File: src/eec_unit_note_end.sv
// Intentionally empty
`timescale 1ns/100ps

File: src/eec_pkg.sv
// Constants, types and state codes of the exception entry and return unit
package eec_pkg;
//==========================================================
// Behaviour
// - Error code bit 0 set when an event outside the program caused it.
// - Bit 1 set when the index names a gate table entry, else clear.
// - Bit 2 meaningful only with bit 1 clear: set local, clear global table.
// - Selector index sits above the flags; upper half is reserved zero.
// - Error code is all zero for no segment or a null descriptor.
// - With long mode inactive pushes are word or doubleword by gate size.
// - Interrupt return never pops the error code; software removes it.
// - No error code for pin, local pin or software interrupt events.
// - In 64-bit mode every frame push is an 8-byte zero-extended store.
// - 64-bit mode always pushes stack selector and pointer; legacy only on privilege change.
// - 64-bit delivery with privilege change makes the new stack selector null.
// - In 64-bit mode gates are 16 bytes with a 64-bit target offset.
// - 64-bit gate offset in the table is the vector times 16.
// - Gate type is bits 11:8, stack table index bits 4:0 of bytes 7:4.
// - Target upper half from bytes 11:8; non-canonical target faults.
// - Target code segment must be 64-bit, else fault reporting the vector.
// - In extended mode types 0EH and 0FH are 64-bit interrupt and trap gates.
// - In extended mode 16-bit gate types 06H and 07H fault with zero code.
// - With long mode active the stack pointer aligns down to 16 bytes.
// - Return pops 8-byte items for 64-bit operand size; adjust follows stack size.
// - Return pops stack selector and pointer always in 64-bit mode, else on change.
// - Return accepts a null stack selector for 64-bit target below privilege 3.
// - 64-bit frame order: stack selector, pointer, flags, code selector, pointer.
// - An error code is pushed last, after the saved instruction pointer.
//==========================================================
// Register offsets
localparam logic [7:0] OFF_CTRL = 8'h00;
localparam logic [7:0] OFF_EVENT = 8'h04;
localparam logic [7:0] OFF_IDT = 8'h08;
localparam logic [7:0] OFF_SP_LO = 8'h0C;
localparam logic [7:0] OFF_SP_HI = 8'h10;
localparam logic [7:0] OFF_SEL = 8'h14;
localparam logic [7:0] OFF_FLAGS = 8'h18;
localparam logic [7:0] OFF_IP_LO = 8'h1C;
localparam logic [7:0] OFF_IP_HI = 8'h20;
localparam logic [7:0] OFF_STATUS = 8'h24;
localparam logic [7:0] OFF_ERRCODE = 8'h28;
localparam logic [7:0] OFF_TSP_LO = 8'h2C;
localparam logic [7:0] OFF_TSP_HI = 8'h30;
localparam logic [31:0] RST_ZERO = 32'h0000_0000;
// Control fields
localparam int C_GO_DEL = 0;
localparam int C_GO_RET = 1;
localparam int C_LMA = 2;
localparam int C_M64 = 3;
localparam int C_CPL = 4;
localparam int C_TCPL = 6;
localparam int C_CSL = 8;
localparam int C_CSD = 9;
localparam int C_OPS64 = 10;
localparam int C_STK64 = 11;
localparam logic [31:0] CTRL_GO_MASK = 32'h0000_0003;
// Event fields
localparam int E_VEC = 0;
localparam int E_SRC = 8;
localparam int E_HASEC = 11;
localparam int E_SEGREF = 12;
localparam int E_TBL = 13;
localparam int E_NULL = 15;
localparam int E_IDX = 16;
localparam logic [2:0] SRC_PROG = 3'h0;
localparam logic [2:0] SRC_EXT = 3'h1;
localparam logic [2:0] SRC_MASKABLE_INTERRUPT_PIN = 3'h2;
localparam logic [2:0] SRC_LINT = 3'h3;
localparam logic [2:0] SRC_SWI = 3'h4;
localparam logic [1:0] TBL_LDT = 2'h1;
localparam logic [1:0] TBL_IDT = 2'h2;
// Gate fields and types
localparam int G_TYPE = 40;
localparam int G_IST = 32;
localparam logic [3:0] GT_INT16 = 4'h6;
localparam logic [3:0] GT_TRAP16 = 4'h7;
localparam logic [3:0] GT_INT = 4'hE;
localparam logic [3:0] GT_TRAP = 4'hF;
localparam logic [3:0] SLOT64 = 4'h8;
localparam logic [3:0] SLOT32 = 4'h4;
localparam logic [3:0] SLOT16 = 4'h2;
localparam logic [63:0] ALIGN16 = 64'hFFFF_FFFF_FFFF_FFF0;
// Status fields
localparam int S_BUSY = 0;
localparam int S_DONE = 1;
localparam int S_GP = 2;
localparam int S_SSLD = 3;
localparam int S_IST = 8;
localparam int S_TYPE = 16;
localparam logic [1:0] RESP_OKAY = 2'h0;
localparam logic [1:0] RESP_DECERR = 2'h3;
typedef enum logic [2:0] {
  ST_IDLE = 3'b000,
  ST_F0 = 3'b001,
  ST_F1 = 3'b010,
  ST_CHK = 3'b011,
  ST_PUSH = 3'b100,
  ST_POP = 3'b101,
  ST_RCHK = 3'b110
} eec_state_e;
typedef struct packed {
  logic valid;
  logic we;
  logic [63:0] addr;
  logic [63:0] wdata;
  logic [3:0] bytes;
} eec_mem_req_s;
endpackage : eec_pkg

File: src/eec_unit.sv
// Exception entry and return unit with AXI4-Lite control registers
//
// The AXI4-Lite register port and the address map are this design's own decisions.
`timescale 1ns/100ps
module eec_unit
  import eec_pkg::*;
(
  input wire logic aclk,
  input wire logic aresetn,
  input wire logic [7:0] s_awaddr,
  input wire logic s_awvalid,
  output logic s_awready,
  input wire logic [31:0] s_wdata,
  input wire logic [3:0] s_wstrb,
  input wire logic s_wvalid,
  output logic s_wready,
  output logic [1:0] s_bresp,
  output logic s_bvalid,
  input wire logic s_bready,
  input wire logic [7:0] s_araddr,
  input wire logic s_arvalid,
  output logic s_arready,
  output logic [31:0] s_rdata,
  output logic [1:0] s_rresp,
  output logic s_rvalid,
  input wire logic s_rready,
  output eec_mem_req_s mem_req,
  input wire logic mem_ready,
  input wire logic [63:0] mem_rdata
);
  logic [31:0] ctrl, event_r, idt_base, flags, errcode;
  logic [63:0] sp, tss_sp, ip, g0, g1, ptr, pop_ip, pop_sp;
  logic [15:0] ss_sel, cs_sel, pop_cs, pop_ss;
  logic [31:0] pop_fl;
  logic [2:0] idx;
  logic done_f, gp_f, ssld_f;
  eec_state_e state;
  logic aw_hold, w_hold;
  logic [7:0] aw_a;
  logic [31:0] w_d;
  logic [3:0] w_s;
  logic wr_fire, cfg_wr, go_del, go_ret;
  logic long_mode_active, m64, cpl_chg, quiet, external_event, fault, canon, pops, ss_fault;
  logic [1:0] cur_cpl, tgt_cpl;
  logic [7:0] vec;
  logic [2:0] src;
  logic [3:0] gtype, pw, popw;
  logic [31:0] seg_ec, vec_ec, fault_ec;
  logic [63:0] gate_ip, gate_addr, stk_base;
  logic [5:0] en;
  logic [4:0] pen;

  function automatic logic [31:0] merge(input logic [31:0] o, input logic [31:0] d, input logic [3:0] s);
    logic [31:0] r;
    r = o;
    for (int b = 0; b < 4; b++) begin
      if (s[b]) begin
        r[b*8 +: 8] = d[b*8 +: 8];
      end
    end
    return r;
  endfunction : merge

  //==========================================================
  // AXI4-Lite slave
  assign s_awready = !aw_hold;
  assign s_wready = !w_hold;
  assign s_arready = !s_rvalid;
  assign wr_fire = aw_hold && w_hold && !s_bvalid;
  // Configuration stays frozen while an operation runs
  assign cfg_wr = wr_fire && state == ST_IDLE;
  assign go_del = cfg_wr && aw_a == OFF_CTRL && w_s[0] && w_d[C_GO_DEL];
  assign go_ret = cfg_wr && aw_a == OFF_CTRL && w_s[0] && w_d[C_GO_RET] && !w_d[C_GO_DEL];

  always_ff @(posedge aclk) begin
    if (!aresetn) begin
      aw_hold <= 1'b0;
      w_hold <= 1'b0;
      aw_a <= 8'h00;
      w_d <= RST_ZERO;
      w_s <= 4'h0;
      s_bvalid <= 1'b0;
      s_bresp <= RESP_OKAY;
    end else begin
      if (s_awvalid && !aw_hold) begin
        aw_hold <= 1'b1;
        aw_a <= s_awaddr;
      end
      if (s_wvalid && !w_hold) begin
        w_hold <= 1'b1;
        w_d <= s_wdata;
        w_s <= s_wstrb;
      end
      if (wr_fire) begin
        aw_hold <= 1'b0;
        w_hold <= 1'b0;
        s_bvalid <= 1'b1;
        s_bresp <= (aw_a[1:0] == 2'h0 && aw_a <= OFF_TSP_HI) ? RESP_OKAY : RESP_DECERR;
      end else if (s_bready) begin
        s_bvalid <= 1'b0;
      end
    end
  end

  always_ff @(posedge aclk) begin
    if (!aresetn) begin
      s_rvalid <= 1'b0;
      s_rdata <= RST_ZERO;
      s_rresp <= RESP_OKAY;
    end else if (s_arvalid && !s_rvalid) begin
      s_rvalid <= 1'b1;
      s_rresp <= RESP_OKAY;
      case (s_araddr)
        OFF_CTRL: s_rdata <= ctrl;
        OFF_EVENT: s_rdata <= event_r;
        OFF_IDT: s_rdata <= idt_base;
        OFF_SP_LO: s_rdata <= sp[31:0];
        OFF_SP_HI: s_rdata <= sp[63:32];
        OFF_SEL: s_rdata <= {cs_sel, ss_sel};
        OFF_FLAGS: s_rdata <= flags;
        OFF_IP_LO: s_rdata <= ip[31:0];
        OFF_IP_HI: s_rdata <= ip[63:32];
        OFF_STATUS: s_rdata <= {12'h000, gtype, 3'h0, g0[G_IST +: 5], 4'h0, ssld_f, gp_f, done_f, state != ST_IDLE};
        OFF_ERRCODE: s_rdata <= errcode;
        OFF_TSP_LO: s_rdata <= tss_sp[31:0];
        OFF_TSP_HI: s_rdata <= tss_sp[63:32];
        default: begin
          s_rdata <= RST_ZERO;
          s_rresp <= RESP_DECERR;
        end
      endcase
    end else if (s_rready) begin
      s_rvalid <= 1'b0;
    end
  end

  //==========================================================
  // Configuration registers
  always_ff @(posedge aclk) begin
    if (!aresetn) begin
      ctrl <= RST_ZERO;
      event_r <= RST_ZERO;
      idt_base <= RST_ZERO;
      tss_sp <= {RST_ZERO, RST_ZERO};
    end else if (cfg_wr) begin
      case (aw_a)
        OFF_CTRL: ctrl <= merge(ctrl, w_d, w_s) & ~CTRL_GO_MASK;
        OFF_EVENT: event_r <= merge(event_r, w_d, w_s);
        OFF_IDT: idt_base <= merge(idt_base, w_d, w_s);
        OFF_TSP_LO: tss_sp[31:0] <= merge(tss_sp[31:0], w_d, w_s);
        OFF_TSP_HI: tss_sp[63:32] <= merge(tss_sp[63:32], w_d, w_s);
        default: ;
      endcase
    end
  end

  //==========================================================
  // Decode of event, gate and frame layout
  assign long_mode_active = ctrl[C_LMA];
  assign m64 = ctrl[C_M64] && long_mode_active;
  assign cur_cpl = ctrl[C_CPL +: 2];
  assign tgt_cpl = ctrl[C_TCPL +: 2];
  assign cpl_chg = tgt_cpl < cur_cpl;
  assign vec = event_r[E_VEC +: 8];
  assign src = event_r[E_SRC +: 3];
  assign quiet = src == SRC_MASKABLE_INTERRUPT_PIN || src == SRC_LINT || src == SRC_SWI;
  assign external_event = src == SRC_EXT || src == SRC_MASKABLE_INTERRUPT_PIN || src == SRC_LINT;
  // Index above three flags, upper half reserved zero
  assign seg_ec = (!event_r[E_SEGREF] || event_r[E_NULL]) ? RST_ZERO :
    {16'h0000, event_r[E_IDX +: 13],
     event_r[E_TBL +: 2] != TBL_IDT && event_r[E_TBL +: 2] == TBL_LDT,
     event_r[E_TBL +: 2] == TBL_IDT, external_event};
  assign vec_ec = {16'h0000, 5'h00, vec, 1'b0, 1'b1, external_event};
  assign gtype = g0[G_TYPE +: 4];
  assign gate_ip = {long_mode_active ? g1[31:0] : RST_ZERO, g0[63:48], g0[15:0]};
  assign canon = (&gate_ip[63:47]) || !(|gate_ip[63:47]);
  // Extended mode gates are 16 bytes, legacy ones 8
  assign gate_addr = {RST_ZERO, idt_base} + (long_mode_active ? {52'h0, vec, 4'h0} : {53'h0, vec, 3'h0});
  assign pw = long_mode_active ? SLOT64 : (gtype[3] ? SLOT32 : SLOT16);
  assign popw = ctrl[C_OPS64] ? SLOT64 : SLOT32;
  assign stk_base = long_mode_active ? ((cpl_chg ? tss_sp : sp) & ALIGN16) : (cpl_chg ? tss_sp : sp);
  assign en = {event_r[E_HASEC] && !quiet, 3'b111, {2{m64 || cpl_chg}}};
  assign pops = m64 || pop_cs[1:0] != cur_cpl;
  assign pen = {{2{pops}}, 3'b111};
  assign ss_fault = pop_ss[15:2] == 14'h0 && !(ctrl[C_CSL] && pop_cs[1:0] != 2'h3);

  always_comb begin
    fault = 1'b0;
    fault_ec = RST_ZERO;
    if (long_mode_active) begin
      if (gtype == GT_INT16 || gtype == GT_TRAP16) begin
        fault = 1'b1;
      end else if (gtype != GT_INT && gtype != GT_TRAP) begin
        fault = 1'b1;
      end else if (!canon) begin
        fault = 1'b1;
      end else if (!ctrl[C_CSL] || ctrl[C_CSD]) begin
        fault = 1'b1;
        fault_ec = vec_ec;
      end
    end else if (gtype != GT_INT16 && gtype != GT_TRAP16 && gtype != GT_INT && gtype != GT_TRAP) begin
      fault = 1'b1;
    end
  end

  //==========================================================
  // Memory request; held stable by the sequencer until ready
  always_comb begin
    mem_req = '0;
    case (state)
      ST_F0: begin
        mem_req.valid = 1'b1;
        mem_req.addr = gate_addr;
        mem_req.bytes = SLOT64;
      end
      ST_F1: begin
        mem_req.valid = 1'b1;
        mem_req.addr = gate_addr + 64'h8;
        mem_req.bytes = SLOT64;
      end
      ST_PUSH: begin
        if (idx < 3'd6 && en[idx]) begin
          mem_req.valid = 1'b1;
          mem_req.we = 1'b1;
          mem_req.addr = ptr - {60'h0, pw};
          mem_req.bytes = pw;
          case (idx)
            3'd0: mem_req.wdata = {48'h0, ss_sel};
            3'd1: mem_req.wdata = sp;
            3'd2: mem_req.wdata = {RST_ZERO, flags};
            3'd3: mem_req.wdata = {48'h0, cs_sel};
            3'd4: mem_req.wdata = ip;
            default: mem_req.wdata = {RST_ZERO, errcode};
          endcase
        end
      end
      ST_POP: begin
        if (idx < 3'd5 && pen[idx]) begin
          mem_req.valid = 1'b1;
          mem_req.addr = ptr;
          mem_req.bytes = popw;
        end
      end
      default: ;
    endcase
  end

  //==========================================================
  // Sequencer
  always_ff @(posedge aclk) begin
    if (!aresetn) begin
      state <= ST_IDLE;
      idx <= 3'h0;
      ptr <= {RST_ZERO, RST_ZERO};
      g0 <= {RST_ZERO, RST_ZERO};
      g1 <= {RST_ZERO, RST_ZERO};
    end else begin
      case (state)
        ST_IDLE: begin
          idx <= 3'h0;
          if (go_del) begin
            state <= ST_F0;
          end else if (go_ret) begin
            ptr <= sp;
            state <= ST_POP;
          end
        end
        ST_F0: begin
          if (mem_ready) begin
            g0 <= mem_rdata;
            g1 <= {RST_ZERO, RST_ZERO};
            state <= long_mode_active ? ST_F1 : ST_CHK;
          end
        end
        ST_F1: begin
          if (mem_ready) begin
            g1 <= mem_rdata;
            state <= ST_CHK;
          end
        end
        ST_CHK: begin
          if (fault) begin
            state <= ST_IDLE;
          end else begin
            ptr <= stk_base;
            state <= ST_PUSH;
          end
        end
        ST_PUSH: begin
          if (idx == 3'd6) begin
            state <= ST_IDLE;
          end else if (!en[idx]) begin
            idx <= idx + 3'd1;
          end else if (mem_ready) begin
            ptr <= ptr - {60'h0, pw};
            idx <= idx + 3'd1;
          end
        end
        ST_POP: begin
          if (idx == 3'd5) begin
            state <= ST_RCHK;
          end else if (!pen[idx]) begin
            idx <= idx + 3'd1;
          end else if (mem_ready) begin
            ptr <= ptr + {60'h0, popw};
            idx <= idx + 3'd1;
          end
        end
        default: state <= ST_IDLE;
      endcase
    end
  end

  // Popped items, narrowed to the operand size
  always_ff @(posedge aclk) begin
    if (!aresetn) begin
      pop_ip <= {RST_ZERO, RST_ZERO};
      pop_sp <= {RST_ZERO, RST_ZERO};
      pop_cs <= 16'h0000;
      pop_ss <= 16'h0000;
      pop_fl <= RST_ZERO;
    end else if (state == ST_POP && idx < 3'd5 && pen[idx] && mem_ready) begin
      case (idx)
        3'd0: pop_ip <= ctrl[C_OPS64] ? mem_rdata : {RST_ZERO, mem_rdata[31:0]};
        3'd1: pop_cs <= mem_rdata[15:0];
        3'd2: pop_fl <= mem_rdata[31:0];
        3'd3: pop_sp <= ctrl[C_OPS64] ? mem_rdata : {RST_ZERO, mem_rdata[31:0]};
        default: pop_ss <= mem_rdata[15:0];
      endcase
    end
  end

  //==========================================================
  // Architectural state: software when idle, hardware at commit
  always_ff @(posedge aclk) begin
    if (!aresetn) begin
      sp <= {RST_ZERO, RST_ZERO};
      ip <= {RST_ZERO, RST_ZERO};
      ss_sel <= 16'h0000;
      cs_sel <= 16'h0000;
      flags <= RST_ZERO;
    end else if (state == ST_PUSH && idx == 3'd6) begin
      sp <= ptr;
      ip <= gate_ip;
      cs_sel <= g0[31:16];
      if (m64 && cpl_chg) begin
        ss_sel <= {14'h0, tgt_cpl};
      end
    end else if (state == ST_RCHK && !(pops && ss_fault)) begin
      ip <= pop_ip;
      cs_sel <= pop_cs;
      flags <= pop_fl;
      if (pops) begin
        sp <= pop_sp;
        ss_sel <= pop_ss;
      end else begin
        sp <= ctrl[C_STK64] ? ptr : {sp[63:32], ptr[31:0]};
      end
    end else if (cfg_wr) begin
      case (aw_a)
        OFF_SP_LO: sp[31:0] <= merge(sp[31:0], w_d, w_s);
        OFF_SP_HI: sp[63:32] <= merge(sp[63:32], w_d, w_s);
        OFF_IP_LO: ip[31:0] <= merge(ip[31:0], w_d, w_s);
        OFF_IP_HI: ip[63:32] <= merge(ip[63:32], w_d, w_s);
        OFF_FLAGS: flags <= merge(flags, w_d, w_s);
        OFF_SEL: {cs_sel, ss_sel} <= merge({cs_sel, ss_sel}, w_d, w_s);
        default: ;
      endcase
    end
  end

  // Outcome flags; a start only happens when idle, so set never meets clear
  always_ff @(posedge aclk) begin
    if (!aresetn) begin
      done_f <= 1'b0;
      gp_f <= 1'b0;
      ssld_f <= 1'b0;
      errcode <= RST_ZERO;
    end else if (go_del || go_ret) begin
      done_f <= 1'b0;
      gp_f <= 1'b0;
      ssld_f <= 1'b0;
    end else if (state == ST_CHK) begin
      errcode <= fault ? fault_ec : seg_ec;
      gp_f <= fault;
      done_f <= fault;
    end else if (state == ST_PUSH && idx == 3'd6) begin
      done_f <= 1'b1;
    end else if (state == ST_RCHK) begin
      done_f <= 1'b1;
      gp_f <= pops && ss_fault;
      ssld_f <= pops && !ss_fault && pop_ss[15:2] != 14'h0;
      if (pops && ss_fault) begin
        errcode <= RST_ZERO;
      end
    end
  end
endmodule : eec_unit

File: config.mk
export PLATFORM = sky130hd
export DESIGN_NAME = eec_unit
export DESIGN_NICKNAME = d
export VERILOG_FILES = /design/src/eec_unit_note_end.sv /design/src/eec_pkg.sv /design/src/eec_unit.sv
export SDC_FILE = /design/constraint.sdc
export NUM_CORES = 2
export LEC_CHECK = 0
export ABC_CLOCK_PERIOD_IN_PS = 5900
export BUFFER_PORTS_ARGS = -buffer_cell sky130_fd_sc_hd__buf_2
export CAP_MARGIN = 20
export CORE_ASPECT_RATIO = 0.75
export CORE_UTILIZATION = 37
export CTS_CLUSTER_SIZE = 28
export DETAILED_ROUTE_END_ITERATION = 7
export GPL_TIMING_DRIVEN = 0
export PLACE_DENSITY_LB_ADDON = 0.15
export SLEW_MARGIN = 20
export SYNTH_ARGS = -nofsm -noshare
export SYNTH_HDL_FRONTEND = slang
export SYNTH_SLANG_ARGS = --single-unit
File: constraint.sdc
create_clock -name aclk -period 5.9 [get_ports aclk]
set_clock_uncertainty 0.1 [all_clocks]
set_input_delay 1.18 -clock aclk [delete_from_list [all_inputs] [get_ports aclk]]
set_output_delay 1.18 -clock aclk [all_outputs]
set_load 0.01 [all_outputs]
==> out/results.txt <==
The run finished, with violations left. The checks that failed: design-rule violations, negative setup slack. The number of nets handed over by synthesis was 5737. The tree is rooted in a sky130_fd_sc_hd__clkbuf_16. For the pin with the worst max-slew slack, the measured transition is 1385 ps.

For the cell leakage power, the log shows 17.12 nW. Using the TritonRoute via totals, the vias-per-cell ratio works out to 6.836. The cell taking the most area after synthesis was sky130_fd_sc_hd__dfxtp_1. The most used standard cell by instance count after synthesis was sky130_fd_sc_hd__dfxtp_1.

The largest buffer count on any clock path was 3; the switching part of the total was 41.21%. Relative to the synthesized area, the layout overhead comes to 19.10%. In this run the power density over the cells is 357.7 nW/µm². Input and output buffers added on the ports amount to 296.

The area used by multi-input combinational logic was 25250 µm². For the placeable core region, the log shows 114100 µm². The floorplan has 107 rows. Fill cells in the final layout number 11790. The routed layout has 52360 vias. The first TritonRoute pass finished after 8 iterations. Netlist area before placement: 42790 µm². Peak supply drop: 373.2 µV.

In the synthesized netlist the async set-or-reset flop fraction comes to 0%. The tools report the area of the die as 117000 µm². The number of pins with negative max-slew slack in the final report came out at 0. Post-route minimum period: 6112 ps.

Internal power: 10.72 mW. Setup violations remaining at the end of the flow were counted as 26. For the final routed database, the setup TNS stands at -2363 ps. The required arrival time at the worst endpoint was 4620 ps; the relative contribution of sequential cells to total power was 31.5%.

Yosys printed 0 warnings. For the residual overflow from global routing, the log shows 0. The first routing iteration left 9868 violations. In this run the remaining antenna-violating nets after routing total 0.

The worst setup path is launched from a flip-flop. At the worst endpoint, the arrival time is 4830 ps. The finished layout holds 7660 standard cells, fillers aside. The run gives 5589 as the synthesized instance count. Max-cap violations in this run came to 0. Timing would allow up to 0.1636 GHz.

The number of buffers added by the clock tree synthesis step was 87. For the clock network latency to the later pin of the worst-skew pair, the log shows 730 ps. The logs give 3 for the maximum level of the CTS H-tree and 405400 µm for the first-pass GRT wire length. The type of the setup path with the least slack is flip-flop to output pin. The fraction of the yosys area taken by sequential cells was 37.52%; the number of synthesized register bits was 802.

The number of antenna violations at the first check in global routing came out at 46. Setup repair after global routing could not meet its margin everywhere. The min-delay analysis places its worst path in the category flip-flop to flip-flop. The number of different library cells used by synthesis comes to 94. The most used flip-flop cell after synthesis is sky130_fd_sc_hd__dfxtp_1. TritonCTS built the clock tree. Each instance of the synthesized netlist takes up on average 7.655 µm².

Of all nets on the critical path, the largest fanout is 4. Ranked by total cell area, the synthesized netlist is headed by sky130_fd_sc_hd__dfxtp_1 (38%), sky130_fd_sc_hd__nand2_1 (6.4%), sky130_fd_sc_hd__a21oi_1 (6.3%). The tools report the global-route usage over all layers as 51.27%. The placer's final routability congestion estimate is 1.119. The logs give 37.51% for the effective utilization at floorplan and 7430 for the number of placed instances with taps included. The worst setup slack after layout was -211.5 ps.

The horizontal extent of the die is 394.7 µm, and the TritonCTS sink count is 802. The number of nets in the finished design was 6184; the switching component of the power was 7.511 mW. The run gives 313200 µm as the post-detailed-routing wire length. Ranked by instance count, the synthesized netlist is headed by sky130_fd_sc_hd__dfxtp_1 (802), sky130_fd_sc_hd__nand2_1 (730), sky130_fd_sc_hd__nor2_1 (638).

Entering global routing, the biggest net connects 15 pins. Cells with a size suffix above 1 make up 11.81% of the layout. The clock transition at the registers of the reported paths was 70 ps. In this run, the combinational gates consume 34.5% of the power.

The logs give 0 for the final-report hold violation count and 253800 µm for the final HPWL from detailed placement. The die height was 296.5 µm; the average wire per standard cell was 40.88 µm. The top-area cell type share of the netlist area is 37.52%, and the number of enable-type register cells in the synthesized netlist is 0. The share of the clock period used by the worst path after layout came out at 103.6%. The run gives 5 as the number of DRC violations after detailed routing.

Buffers inserted to repair hold after CTS numbered 0. During I/O placement, the number of pins put on the boundary was 299. Sort of element at the end of the critical path: an output pin. The total area of sequential cells is 16060 µm². The relative contribution of the clock network to total power came out at 34.0%. Measured against its own limit, the worst slew margin works out to 7.689%.

The number of global-route vias before repair came out at 44890.
[cell families (layout without fill, tap and decap cells)]
| logic type | Yosys count | count (layout) | synth area share (%) |
|---|---|---|---|
| and+or+nand+nor | 2138 | 2138 | 23.01 |
| AOI/OAI and AO/OA | 1777 | 1777 | 27.11 |
| DFF | 802 | 802 | 37.52 |
| buffers and inverters | 557 | 1074 | 5.001 |
| muxes | 214 | 214 | 5.036 |
| xor gates and xnor gates | 76 | 76 | 1.556 |
| adders and majority gates | 24 | 24 | 0.7545 |
| other | 1 | 29 | 0.008765 |
[cell usage in the layout, fill, tap and decap left out, types with 14 or more instances in the layout]
cell type                   instances
sky130_fd_sc_hd__nor2b_1          199
sky130_fd_sc_hd__clkbuf_1         420
sky130_fd_sc_hd__and3_1            74
sky130_fd_sc_hd__nor4_1            22
sky130_fd_sc_hd__xnor2_1           42
sky130_fd_sc_hd__o221ai_1          19
sky130_fd_sc_hd__diode_2           28
sky130_fd_sc_hd__clkbuf_2          52
sky130_fd_sc_hd__a22oi_1          226
sky130_fd_sc_hd__o21ai_0          203
sky130_fd_sc_hd__a21oi_1          536
sky130_fd_sc_hd__o211ai_1          26
sky130_fd_sc_hd__xor2_1            30
sky130_fd_sc_hd__nor2_1           627
sky130_fd_sc_hd__a21boi_0         203
sky130_fd_sc_hd__o22ai_1           90
sky130_fd_sc_hd__a22o_1            31
sky130_fd_sc_hd__a222oi_1          51
sky130_fd_sc_hd__buf_6             15
sky130_fd_sc_hd__a211oi_1         149
sky130_fd_sc_hd__inv_1             30
sky130_fd_sc_hd__or3_1             17
sky130_fd_sc_hd__dfxtp_1          800
sky130_fd_sc_hd__nand2_1          721
sky130_fd_sc_hd__mux2i_1          204
sky130_fd_sc_hd__a221oi_1          42
sky130_fd_sc_hd__nand4_1           38
sky130_fd_sc_hd__buf_2            314
sky130_fd_sc_hd__nor3_1           144
sky130_fd_sc_hd__clkbuf_16         90
sky130_fd_sc_hd__a31oi_1           41
sky130_fd_sc_hd__nand3_1          134
sky130_fd_sc_hd__and2_1            20
sky130_fd_sc_hd__buf_1             32
sky130_fd_sc_hd__buf_4             43
sky130_fd_sc_hd__ha_1              14
sky130_fd_sc_hd__o21ai_1           30
sky130_fd_sc_hd__a21o_1            18
sky130_fd_sc_hd__o31ai_1           19
[timing repair]
action | in CTS | in global routing
resized for setup | 116 | 63
setup endpoints to repair | 99 | 57
pin swaps | 28 | 30
setup buffers | 26 | 20
cloned | 0 | 0
[sequential cells by signal, indices dropped and copies added, names as in the netlist, 57 cells and up]
| signal | cells |
|---|---|
| g0 | 57 |
| ip | 64 |
| pop_ip | 64 |
| pop_sp | 64 |
| ptr | 64 |
| sp | 64 |
| tss_sp | 64 |
[layout make-up]
type | instances | area share (%)
antenna | 28 | 0.1375
clock inverter | 43 | 1.419
buffer | 521 | 4.275
sequential | 802 | 31.52
multi-input combinational | 4230 | 49.56
timing repair buffer | 362 | 4.373
inverter | 32 | 0.2357
tap | 1526 | 3.747
clock buffer | 116 | 4.741
[final timing paths]
kind	start	endpoint	slack, ps	cells after the start
setup / recovery	ctrl[2]	mem_req[96]	-210	16
hold / removal	pop_fl[26]	pop_fl[26]	360	2
setup reg to reg	ctrl[3]	sp[43]	660	12
hold reg to reg	pop_fl[26]	pop_fl[26]	360	2
[critical path: stages, from the launching register on]
cell and delay [ps]:
sky130_fd_sc_hd__dfxtp_4 400, sky130_fd_sc_hd__clkbuf_16 180, sky130_fd_sc_hd__clkbuf_16 170, sky130_fd_sc_hd__mux2_4 320, sky130_fd_sc_hd__fa_2 410, sky130_fd_sc_hd__a211oi_4 320, sky130_fd_sc_hd__buf_6 160, sky130_fd_sc_hd__nor2_4 40
sky130_fd_sc_hd__or4b_4 490, sky130_fd_sc_hd__a221oi_4 440, sky130_fd_sc_hd__nor3_4 110, sky130_fd_sc_hd__nor4bb_4 170, sky130_fd_sc_hd__buf_6 170, sky130_fd_sc_hd__and3_4 180, sky130_fd_sc_hd__and4_1 200, sky130_fd_sc_hd__o211ai_1 160
sky130_fd_sc_hd__buf_2 160
[layer usage]
layer | vias to the layer above | GRT usage, % | routed length, µm
met4 | 38 | 24.23 | 18200
met3 | 798 | 25.24 | 52410
met5 | - | 1.380 | 412
met2 | 4625 | 66.10 | 114500
li1 | 21030 | - | -
met1 | 25870 | 69.54 | 127700
[metrics by stage]
| step | utilization [%] | cell area, µm² | setup slack (ps) | total power, mW | hold slack, ps |
|---|---|---|---|---|---|
| 3_3_place_gp | 40.48 | 46180 | -2322 | 11.41 | 343.8 |
| 2_1_floorplan | - | 42790 | 482.1 | 9.030 | 331.6 |
| 6_report | 44.68 | 50960 | -211.5 | 18.23 | 358.6 |
| 5_1_grt | 44.62 | 50900 | -277.7 | 18.41 | 370.5 |
| 3_5_place_dp | 40.86 | 46610 | -1654 | 11.46 | 348.8 |
| 4_1_cts | 44.26 | 50490 | -158.9 | 17.53 | 357.3 |
[power groups by stage]
| stage | sequential [mW] | clock (mW) | combinational, mW |
|---|---|---|---|
| floorplan | 5.77 | 0 | 3.25 |
| global placement | 5.85 | 0 | 5.56 |
| detailed placement | 5.86 | 0 | 5.61 |
| CTS | 5.74 | 6.12 | 5.68 |
| global route | 5.75 | 6.32 | 6.34 |
| finish | 5.75 | 6.19 | 6.28 |
Power figures use the tool's default switching activity.
